## src/rtl/ipr_pkg.sv

```systemverilog
package ipr_pkg;
  // ==========================================================
  // Register map
  localparam logic [31:0] PRIO_REG_OFFSET = 32'h0000_0000;
  localparam logic [15:0] PRIO_RESET = 16'h4444;
  localparam logic [15:0] PRIO_IMPL_MASK = 16'h7777;
  // ==========================================================
  // Field positions (low bit of each 3-bit field)
  localparam int RX_LSB = 12;
  localparam int SPI_EV_LSB = 8;
  localparam int SPI_FLT_LSB = 4;
  localparam int TMR3_LSB = 0;
  localparam int FIELD_W = 3;
  localparam int NUM_SRC = 4;
  localparam logic [2:0] PRIO_DISABLED = 3'h0;

  // Bundle of the four decoded priority levels
  typedef struct packed {
    logic [2:0] serial_rx_irq_priority;
    logic [2:0] spi_event_irq_priority;
    logic [2:0] spi_fault_irq_priority;
    logic [2:0] timer3_irq_priority;
  } ipr_prio_t;

  typedef struct packed {
    logic serial_rx;
    logic spi_event;
    logic spi_fault;
    logic timer3;
  } ipr_en_t;
endpackage : ipr_pkg

```

## src/rtl/ipr_prio_reg.sv

```systemverilog
`timescale 1ns/1ps
module ipr_prio_reg (
  input wire logic core_clk,
  input wire logic rstn,
  input wire logic hsel,
  input wire logic [31:0] haddr,
  input wire logic [1:0] htrans,
  input wire logic hwrite,
  input wire logic [2:0] hsize,
  input wire logic [31:0] hwdata,
  input wire logic hready,
  output logic hreadyout,
  output logic hresp,
  output logic [31:0] hrdata,
  output ipr_pkg::ipr_prio_t prio,
  output ipr_pkg::ipr_en_t src_en
);
  // ==========================================================
  // Bus address phase capture
  logic wr_pend_ff;
  logic [15:0] prio_ff;
  logic [31:0] hrdata_ff;
  logic hit;
  logic [15:0] nxt_prio;

  assign hit = hsel && hready && htrans[1] && (haddr[31:2] == ipr_pkg::PRIO_REG_OFFSET[31:2]);
  // Zero-wait slave: every transfer completes in one data phase
  assign hreadyout = 1'b1;
  assign hresp = 1'b0;
  assign hrdata = hrdata_ff;

  // Write waits for data phase, as hwdata only appears then
  always_ff @(posedge core_clk) begin
    if (!rstn) begin
      wr_pend_ff <= 1'b0;
    end else begin
      wr_pend_ff <= hit && hwrite;
    end
  end

  // ==========================================================
  // Priority register
  assign nxt_prio = hwdata[15:0] & ipr_pkg::PRIO_IMPL_MASK;

  always_ff @(posedge core_clk) begin
    if (!rstn) begin
      prio_ff <= ipr_pkg::PRIO_RESET;
    end else if (wr_pend_ff) begin
      prio_ff <= nxt_prio;
    end
  end

  // Read data registered; unmapped words read zero
  always_ff @(posedge core_clk) begin
    if (!rstn) begin
      hrdata_ff <= 32'h0000_0000;
    end else if (hit && !hwrite) begin
      hrdata_ff <= {16'h0000, prio_ff};
    end else begin
      hrdata_ff <= 32'h0000_0000;
    end
  end

  // ==========================================================
  // Field decode: value is the level itself, zero disables
  assign prio.serial_rx_irq_priority = prio_ff[ipr_pkg::RX_LSB +: ipr_pkg::FIELD_W];
  assign prio.spi_event_irq_priority = prio_ff[ipr_pkg::SPI_EV_LSB +: ipr_pkg::FIELD_W];
  assign prio.spi_fault_irq_priority = prio_ff[ipr_pkg::SPI_FLT_LSB +: ipr_pkg::FIELD_W];
  assign prio.timer3_irq_priority = prio_ff[ipr_pkg::TMR3_LSB +: ipr_pkg::FIELD_W];

  // Source enable per field, order matches prio struct
  genvar gi;
  generate
    for (gi = 0; gi < ipr_pkg::NUM_SRC; gi++) begin : g_en
      assign src_en[gi] = (prio_ff[gi*4 +: 3] != ipr_pkg::PRIO_DISABLED);
    end
  endgenerate
endmodule : ipr_prio_reg

```

## config.mk

```make
export PLATFORM = sky130hd
export DESIGN_NAME = ipr_prio_reg
export DESIGN_NICKNAME = d
export VERILOG_FILES = /design/src/rtl/ipr_pkg.sv /design/src/rtl/ipr_prio_reg.sv
export SDC_FILE = /design/constraint.sdc
export NUM_CORES = 1
export LEC_CHECK = 0
export ABC_CLOCK_PERIOD_IN_PS = 2000
export CAP_MARGIN = 20
export CELL_PAD_IN_SITES_DETAIL_PLACEMENT = 1
export CELL_PAD_IN_SITES_GLOBAL_PLACEMENT = 1
export CORE_MARGIN = 5
export CORE_UTILIZATION = 40
export CTS_CLUSTER_SIZE = 14
export DETAILED_ROUTE_END_ITERATION = 10
export DONT_BUFFER_PORTS = 1
export PLACE_DENSITY = 0.76
export SETUP_SLACK_MARGIN = 0.4
export SLEW_MARGIN = 20
export SYNTH_ARGS = -nofsm -noshare
export SYNTH_HDL_FRONTEND = slang
export SYNTH_SLANG_ARGS = --single-unit
export TNS_END_PERCENT = 10
```

## constraint.sdc

```tcl
create_clock -name core_clk -period 2 [get_ports core_clk]
set_input_delay 0.2 -clock core_clk [delete_from_list [all_inputs] [get_ports core_clk]]
set_output_delay 0.2 -clock core_clk [all_outputs]
set_load 0.01 [all_outputs]
```

==> results of run 1 <==
## path summary, 6_finish.rpt
path,from,to,slack (ns)
max,prio_ff[0],src_en[0],0.65
min,hwdata[14],prio_ff[14],0.01
max reg2reg,wr_pend_ff,prio_ff[10],0.74
min reg2reg,prio_ff[1],hrdata[1],0.54
## layer usage
metal,track usage (%),vias up,routed length [microns]
li1,-,372,-
met1,16.5,384,1190
met2,24.0,68,1490
met3,4.85,2,353
met4,5.44,0,30
met5,0,-,0
## power by group
| group | internal, uW | switching (uW) |
|---|---|---|
| Clock | 77.7 | 141 |
| Sequential | 498 | 0.0000000336 |
| Combinational | 10.5 | 30.7 |
| Total | 586 | 172 |
## layout make-up
class | count | area, sq um | share of cell area (%)
inverters | 1 | 3.75 | 0.317
clock buffers | 4 | 26.3 | 2.22
flip-flops and latches | 25 | 500 | 42.3
multi-input cells | 87 | 576 | 48.7
repair buffers | 4 | 35.0 | 2.96
well taps | 33 | 41.3 | 3.49
## metrics by stage
step / instance area, sq um / total power, uW / std cells
floorplan: 1290 / 575 / 141
global placement: 1140 / 543 / 148
detailed placement: 1140 / 544 / 148
CTS: 1170 / 764 / 153
global route: 1180 / 792 / 154
finish: 1180 / 758 / 154
## cells in the mapped netlist
cell type   n  area (sq um)
and4b_1     1          10.0
buf_2       1          5.00
buf_4      23           173
buf_6       2          22.5
clkbuf_1    2          7.51
conb_1      2          7.51
dfxtp_1    25           500
inv_1       1          3.75
mux2i_1    12           120
nand2_1    17          63.8
nand3_1     1          5.00
nand4_1     1          6.26
nor2_1      1          3.75
nor2b_1     8          50.1
nor4_1      7          43.8
nor4_2     12           150
nor4b_2     1          15.0
or3_1       4          25.0
## state kept, by name, indices dropped and copies added, names as in the netlist
| register | cells |
|---|---|
| prio_ff | 12 |
| wr_pend_ff | 1 |
| hrdata | 12 |
## what timing repair did
item                                   4_1_cts  5_1_grt
buffers inserted                             0        0
endpoints found under the hold margin        4        2
hold buffers                                 1        1
## kinds of logic (layout without fill, tap and decap cells)
| kind of cell | count (synthesis) | count (layout) | share of synthesized area (%) |
|---|---|---|---|
| other | 2 | 22 | 0.619 |
| muxes | 12 | 12 | 9.91 |
| DFF | 25 | 25 | 41.3 |
| buffers and inverters | 29 | 9 | 17.4 |
| and+or+nand+nor | 53 | 53 | 30.8 |
==> results.sh, run 1 <==
export IMPL_required_ns=1.80
export IMPL_cts_root_buffer="clkbuf_4"
export IMPL_nNetsFinal=196
export IMPL_cts_sinks=25
export IMPL_synth_seq_cells=25
export IMPL_r2r_cells=2
export IMPL_cp_num_buf_inv=0
export IMPL_dieWidth_microns=65.1
export IMPL_hpwl_microns=2280
export IMPL_first_iter_violations=24
export IMPL_holdPathStages=2
export IMPL_via_per_inst=5.36
export IMPL_cellLeakagePower_uw=0.000375
export IMPL_grt_pass1_wl_microns=4640
export IMPL_cp_num_cells=1
export IMPL_syn_avg_cell_area_sq_um=10.0
export IMPL_h_tree_depth=1
export IMPL_gp_congestion=0.610
export IMPL_first_pass_iters=4
export IMPL_fmax_mhz=741
export IMPL_rsz0062_at_grt="false"
export IMPL_cp_max_fo=4
export IMPL_drv_slew=0
export IMPL_cts_tree="done"
export IMPL_relSlewSlack_pct=51.1
export IMPL_track_usage_pct=14.2
export IMPL_wire_per_inst_microns=19.9
export IMPL_grt_overflow=0
export IMPL_final_setup_skew_ns=0.00525
export IMPL_fin_util_pct=39.7
export IMPL_final_hold_viol_count=0
export IMPL_io_pin_count=124
export IMPL_tns_ns=0
export IMPL_setup_violations=0
export IMPL_hold_path_class="input port to register"
export IMPL_dpl_worst_slack_ns=0.567
export IMPL_syn_inst=121
export IMPL_arrival_ns=1.15
export IMPL_worst_pin_slew_ns=0.732
export IMPL_whs_ns=0.0124
export IMPL_clock_path_buffers=2
export IMPL_layout_common_cells="25 x dfxtp_1, 22 x conb_1, 17 x nand2_1"
export IMPL_final_common_cell="dfxtp_1"
export IMPL_ant_nets=0
export IMPL_yosysWarnings=0
export IMPL_core_area_sq_um=2980
export IMPL_finalWorstSetupSlack_ns=0.651
export IMPL_grt_max_degree=14
export IMPL_worstPathCellList="or3_1"
export IMPL_die_y_microns=65.1
export IMPL_num_antenna_cells=0
export IMPL_antenna_found_initial=0
export IMPL_fin_crit_ns=1.35
export IMPL_io_buffer_count=0
export IMPL_ir_drop_mv=0.178
export IMPL_synth_area_sq_um=1210
export IMPL_drive_above_1_share_pct=14.9
export IMPL_fin_crit_sh_pct=67.4
export IMPL_clkTransAtPathRegs_ns=0.13
export IMPL_vias=826
export IMPL_cts_made_buffers=3
export IMPL_worstSkewPairLatency_ns=0.31
export IMPL_synth_distinct_cells=18
export IMPL_status="completed"
export IMPL_path_delay_family="simple AND/OR/NAND/NOR gates"
export IMPL_ys_seq_area_share_pct=41.3
export IMPL_area_growth_pct=-2.48
export IMPL_cpPeakStageDelay_ns=0.44
export IMPL_crit_slowest_cell="or3_1"
export IMPL_drv_cap=0
export IMPL_fillers=361
export IMPL_worst_setup_path_end_kind="output port"
export IMPL_rows=20
export IMPL_ctsResizeCount=0
export IMPL_power_density_nw_per_um2=641
export IMPL_grt_pass1_vias=910
export IMPL_routed_wl_microns=3070
export IMPL_criticalPathCategory="register to output port"
export IMPL_initial_utilization_pct=40.7
export IMPL_startpoint_type="register"
export IMPL_drc=0
export IMPL_dieArea_sq_um=4230
Power figures use the tool's default switching activity.
==> run 2: changes to the inputs <==
--- a/config.mk
+++ b/config.mk
@@ -5,16 +5,17 @@
 export SDC_FILE = /design/constraint.sdc
 export NUM_CORES = 1
 export LEC_CHECK = 0
-export ABC_CLOCK_PERIOD_IN_PS = 2000
+export ABC_AREA = 1
+export ABC_CLOCK_PERIOD_IN_PS = 1400
 export CAP_MARGIN = 20
 export CELL_PAD_IN_SITES_DETAIL_PLACEMENT = 1
 export CELL_PAD_IN_SITES_GLOBAL_PLACEMENT = 1
 export CORE_MARGIN = 5
-export CORE_UTILIZATION = 40
+export CORE_UTILIZATION = 37
 export CTS_CLUSTER_SIZE = 14
 export DETAILED_ROUTE_END_ITERATION = 10
 export DONT_BUFFER_PORTS = 1
-export PLACE_DENSITY = 0.76
+export PLACE_DENSITY = 0.75
 export SETUP_SLACK_MARGIN = 0.4
 export SLEW_MARGIN = 20
 export SYNTH_ARGS = -nofsm -noshare
==> constraint.sdc (replaced) <==
create_clock -name core_clk -period 1.4 [get_ports core_clk]
set_input_delay 0.14 -clock core_clk [delete_from_list [all_inputs] [get_ports core_clk]]
set_output_delay 0.14 -clock core_clk [all_outputs]
set_load 0.01 [all_outputs]
==> results.sh, run 2 <==
export IMPL_ys_seq_area_share_pct=44.5
export IMPL_drc=0
export IMPL_num_antenna_cells=0
export IMPL_worst_setup_path_end_kind="output port"
export IMPL_r2r_cells=3
export IMPL_intPower_uw=836
export IMPL_core_area_sq_um=2980
export IMPL_yosysTopAreaCellShare_pct=44.5
export IMPL_status="completed"
export IMPL_criticalPathCategory="register to output port"
export IMPL_startpoint_type="register"
export IMPL_nNetsFinal=224
export IMPL_yosys_top_cells_area="dfxtp_1 45%, buf_4 15%, nor2_1 7.0%, nor2_2 6.1%, a21oi_1 5.3%"
export IMPL_syn_avg_cell_area_sq_um=7.91
export IMPL_dieArea_sq_um=4240
export IMPL_h_tree_depth=1
export IMPL_final_hold_viol_count=0
export IMPL_io_pin_count=124
export IMPL_ir_drop_mv=0.213
export IMPL_first_iter_violations=36
export IMPL_fmax_mhz=993
export IMPL_ant_nets=0
export IMPL_cts_made_buffers=3
export IMPL_antenna_found_initial=0
export IMPL_yosysWarnings=0
export IMPL_drv_slew=0
export IMPL_synth_distinct_cells=17
export IMPL_required_ns=1.26
export IMPL_synth_commonest_cells="25 x dfxtp_1, 22 x buf_4, 21 x nor2_1, 14 x inv_1, 12 x a21oi_1"
export IMPL_swShare_pct=23.9
export IMPL_grt_pass1_wl_microns=4180
export IMPL_wire_per_inst_microns=15.5
export IMPL_ff2ff_setup_slack_ns=0.49
export IMPL_dpl_worst_slack_ns=0.201
export IMPL_rows=20
export IMPL_grt_pass1_vias=892
export IMPL_first_pass_iters=2
export IMPL_synth_top_cell_by_area="dfxtp_1"
export IMPL_power_density_nw_per_um2=868
export IMPL_grt_overflow=0
export IMPL_multiInputGateArea_sq_um=497
export IMPL_synth_seq_cells=25
export IMPL_synth_adder_area_share_pct=0
export IMPL_synth_enable_flop_cells=0
export IMPL_synth_most_common_cell="dfxtp_1"
export IMPL_tns_ns=0
export IMPL_synth_xor_area_share_pct=0
export IMPL_cp_max_fo=3
export IMPL_startpoint="prio_ff[8]"
export IMPL_grt_max_degree=17
export IMPL_rsz0062_at_grt="true"
export IMPL_drive_above_1_share_pct=33.6
export IMPL_track_usage_pct=12.5
export IMPL_arrival_ns=0.87
export IMPL_cts_tree="done"
export IMPL_synthMuxAreaShare_pct=0
export IMPL_io_buffer_count=0
export IMPL_syn_inst=142
export IMPL_final_common_cell="conb_1"
export IMPL_dieWidth_microns=65.1
export IMPL_fillers=364
export IMPL_die_y_microns=65.1
export IMPL_p_clk_share_pct=29.1
export IMPL_critPathCapture="src_en[2]"
export IMPL_hpwl_microns=2250
export IMPL_reg2reg_from="wr_pend_ff"
export IMPL_power_switching_uw=263
export IMPL_fin_crit_sh_pct=71.9
export IMPL_gp_congestion=0.635
export IMPL_synth_top_family_by_area="buffers and inverters"
export IMPL_combPwrFrac_pct=7.2
export IMPL_synth_compound_area_share_pct=10.7
export IMPL_finalWorstSetupSlack_ns=0.393
export IMPL_whs_ns=0.0223
export IMPL_cts_sinks=25
export IMPL_clkTransAtPathRegs_ns=0.14
export IMPL_via_per_inst=4.73
export IMPL_fin_crit_ns=1.01
export IMPL_routed_wl_microns=2810
export IMPL_synth_flop_cell="dfxtp_1"
export IMPL_ff_latch_area_sq_um=532
export IMPL_seq_power_share_pct=63.7
export IMPL_area_growth_pct=12.6
export IMPL_layout_cells_non_filler=182
export IMPL_initial_utilization_pct=37.7
export IMPL_post_place_cells=169
export IMPL_cellLeakagePower_uw=0.000497
export IMPL_cts_root_buffer="clkbuf_4"
export IMPL_hold_path_class="input port to register"
export IMPL_worstSkewPairLatency_ns=0.31
export IMPL_final_setup_skew_ns=0.0118
export IMPL_rr_endpoint="prio_ff[0]"
export IMPL_vias=861
export IMPL_clock_path_buffers=2
export IMPL_async_flop_share_pct=0
export IMPL_synthSimpleGateAreaFrac_pct=21.7
export IMPL_synth_area_sq_um=1120
export IMPL_drv_cap=0
export IMPL_setup_violations=0
export IMPL_layout_common_cells="22 x conb_1, 21 x nor2_1, 12 x a21oi_1, 12 x dfxtp_1, 11 x nor2_2"
[run 2: cell count changes in the layout (fill, tap and decap cells not counted), sizes merged, moves of 4 or more]
cell and delta:
nand2 -7, nand3 +4, inv +15, dlygate4sd3 +6, o21ai +12, nor2 +31
mux2i -12, nor2b -8, nor4 -19, a21oi +12, or3 -4
[run 2: cell type report]
cell class	instances	share of cell area, %
tap	33	3.26
clock buffer	3	1.78
clock inverter	1	0.593
inverter	16	6.13
sequential	25	42.0
timing repair buffer	9	6.92
multi-input combinational	95	39.3
[run 2: worst min-delay path by stage]
stage          cells after the start          end  startpoint
4_1_cts                            3  prio_ff[14]        rstn
2_1_floorplan                      2   wr_pend_ff      hwrite
5_1_grt                            2   prio_ff[5]   hwdata[5]
6_report                           2   prio_ff[9]   hwdata[9]
3_3_place_gp                       2   wr_pend_ff      hwrite
3_5_place_dp                       2   wr_pend_ff      hwrite
[run 2: critical path: stages (launching register included)]
cell and delay (ns):
dfxtp_2 0.37, inv_2 0.10, nand3_4 0.08
[run 2: power groups by stage]
stage / Sequential (uW) / Clock [uW] / Combinational, uW
after floorplan: 727 / 0 / 101
after global placement: 727 / 0 / 54.0
after detailed placement: 727 / 0 / 56.4
after CTS: 711 / 333 / 78.1
after global routing: 700 / 367 / 90.9
final: 699 / 320 / 79.6
[run 2: logic make-up after synthesis]
kind of cell           count (synthesis)
AOI/OAI and AO/OA                     24
buffers and inverters                 42
DFF                                   25
other                                  2
and+or+nand+nor                       49
[run 2: repair_timing]
item                                    4_1_cts  5_1_grt
endpoints found under the hold margin        13        0
endpoints found under the setup margin       12        9
buffers inserted                              0        1
resized for setup                            16       31
hold buffers                                  8        0
[run 2: per-stage QoR]
stage	power, uW	cell area, sq um	utilization (%)
final	1100	1260	42.5
after CTS	1120	1190	40.0
after global placement	781	1050	35.2
after global routing	1160	1260	42.5
after detailed placement	783	1050	35.2
after floorplan	828	1200	-
[run 2: per-layer routing]
layer / vias up / wire length (microns) / GRT usage (%) / share of wire, %
met2: 51 / 1560 / 24.4 / 55
met3: 2 / 242 / 3.08 / 8.6
met4: 0 / 23 / 3.89 / 0.82
met5: - / 0 / 0 / 0
met1: 398 / 987 / 13.0 / 35
li1: 410 / - / - / -
==> run 3: changes to the inputs <==
--- a/config.mk
+++ b/config.mk
@@ -5,17 +5,17 @@
 export SDC_FILE = /design/constraint.sdc
 export NUM_CORES = 1
 export LEC_CHECK = 0
-export ABC_AREA = 1
-export ABC_CLOCK_PERIOD_IN_PS = 1400
+export ABC_AREA = 0
+export ABC_CLOCK_PERIOD_IN_PS = 800
 export CAP_MARGIN = 20
 export CELL_PAD_IN_SITES_DETAIL_PLACEMENT = 1
 export CELL_PAD_IN_SITES_GLOBAL_PLACEMENT = 1
 export CORE_MARGIN = 5
-export CORE_UTILIZATION = 37
+export CORE_UTILIZATION = 36
 export CTS_CLUSTER_SIZE = 14
 export DETAILED_ROUTE_END_ITERATION = 10
 export DONT_BUFFER_PORTS = 1
-export PLACE_DENSITY = 0.75
+export PLACE_DENSITY = 0.72
 export SETUP_SLACK_MARGIN = 0.4
 export SLEW_MARGIN = 20
 export SYNTH_ARGS = -nofsm -noshare
==> constraint.sdc (replaced) <==
create_clock -name core_clk -period 0.8 [get_ports core_clk]
set_input_delay 0.08 -clock core_clk [delete_from_list [all_inputs] [get_ports core_clk]]
set_output_delay 0.08 -clock core_clk [all_outputs]
set_load 0.01 [all_outputs]
==> results.sh, run 3 (synthesized netlist as in run 1, its figures left out) <==
export IMPL_area_growth_pct=38.1
export IMPL_via_per_inst=4.79
export IMPL_power_switching_uw=447
export IMPL_final_area_sq_um=1670
export IMPL_h_tree_depth=1
export IMPL_dieWidth_microns=68.0
export IMPL_clkTransAtPathRegs_ns=0.14
export IMPL_hold_path_class="input port to register"
export IMPL_final_hold_viol_count=12
export IMPL_io_buffer_count=0
export IMPL_hpwl_microns=2440
export IMPL_final_setup_skew_ns=0.00565
export IMPL_path_delay_family="simple AND/OR/NAND/NOR gates"
export IMPL_gp_congestion=0.672
export IMPL_routed_wl_microns=3350
export IMPL_power_density_nw_per_um2=1130
export IMPL_layout_common_cells="22 x conb_1, 22 x buf_6, 21 x dfxtp_2"
export IMPL_rsz0062_at_grt="true"
export IMPL_die_y_microns=68.0
export IMPL_cts_made_buffers=3
export IMPL_place_area_sq_um=1380
export IMPL_dieArea_sq_um=4630
export IMPL_crit_slowest_cell="or3_4"
export IMPL_fin_crit_ns=1.14
export IMPL_wire_per_inst_microns=17.5
export IMPL_ant_nets=0
export IMPL_drv_slew=0
export IMPL_combPwrFrac_pct=5.5
export IMPL_drive_above_1_share_pct=57.5
export IMPL_required_ns=0.72
export IMPL_fin_util_pct=50.6
export IMPL_grt_overflow=0
export IMPL_cpPeakStageDelay_ns=0.40
export IMPL_fin_crit_sh_pct=142
export IMPL_grt_max_degree=15
export IMPL_worstSkewPairLatency_ns=0.31
export IMPL_seq_power_share_pct=64.9
export IMPL_grt_pass1_vias=957
export IMPL_cts_root_buffer="clkbuf_4"
export IMPL_drc=0
export IMPL_nNetsFinal=221
export IMPL_rows=21
export IMPL_status="finished, violations left"
export IMPL_ir_drop_mv=0.435
export IMPL_vias=920
export IMPL_dpl_worst_slack_ns=-0.240
export IMPL_grt_pass1_wl_microns=4780
export IMPL_startpoint_type="register"
export IMPL_setup_violations=31
export IMPL_num_antenna_cells=0
export IMPL_core_area_sq_um=3310
export IMPL_cts_tree="done"
export IMPL_cp_max_fo=2
export IMPL_track_usage_pct=14.1
export IMPL_arrival_ns=1.06
export IMPL_cellLeakagePower_uw=0.000594
export IMPL_worstPathCellList="or3_4"
export IMPL_intPower_uw=1450
export IMPL_fmax_mhz=880
export IMPL_initial_utilization_pct=36.6
export IMPL_fillers=377
export IMPL_clock_path_buffers=2
export IMPL_io_pin_count=124
export IMPL_drv_cap=0
export IMPL_cp_num_buf_inv=0
export IMPL_worst_setup_path_end_kind="output port"
export IMPL_first_iter_violations=7
export IMPL_criticalPathCategory="register to output port"
export IMPL_whs_ns=-0.183
export IMPL_finalWorstSetupSlack_ns=-0.336
export IMPL_cts_sinks=25
export IMPL_antenna_found_initial=0
export IMPL_swShare_pct=23.6
export IMPL_first_pass_iters=4
export IMPL_p_clk_share_pct=29.6
export IMPL_violations="negative hold slack, negative setup slack"
## run 3: path summary, 6_finish.rpt
check	from	endpoint	slack (ns)	cells after the start
worst min register to register	prio_ff[13]	hrdata[13]	0.51	2
worst max-delay path	prio_ff[14]	src_en[3]	-0.34	1
worst min-delay path	rstn	prio_ff[14]	-0.18	1
worst max register to register	prio_ff[14]	prio_ff[14]	-0.17	5
## run 3: cell type report
cell class	count	area, sq um	share of cell area, %
clock inverter	1	5.00	0.299
sequential	25	542	32.4
inverter	1	3.75	0.224
timing repair buffer	29	325	19.4
multi-input combinational	87	718	42.9
clock buffer	3	22.5	1.35
tap	46	57.6	3.44
## run 3: power by group through the flow
stage	clock network (uW)	registers [uW]	logic, uW
floorplan	0	1270	176
global placement	0	1270	93.4
detailed placement	0	1270	94.5
CTS	574	1240	99.0
global route	664	1230	116
finish	561	1230	104
## run 3: per-stage QoR
step	std cells	total power, uW	setup TNS, ns	hold WS [ns]
after CTS	188	1910	-3.91	-0.184
after detailed placement	178	1370	-2.92	0.149
after global routing	192	2010	-6.57	-0.209
after floorplan	141	1450	-1.93	0.208
after global placement	178	1370	-2.29	0.145
final	192	1900	-4.73	-0.183
## run 3: metal layers
layer  vias to the layer above  global-route usage, %  share of wire, %
met5                         -                      0                 0
met4                         0                   5.96               2.0
met3                         4                   2.13               6.0
met2                        46                   23.8                55
met1                       446                   17.5                37
li1                        424                      -                 -
## run 3: what timing repair did
item / in CTS / in global routing
pin swaps: 20 / 11
hold endpoints to repair: 12 / 12
setup endpoints to repair: 53 / 53
buffers inserted: 6 / 4
gates resized for setup: 50 / 11
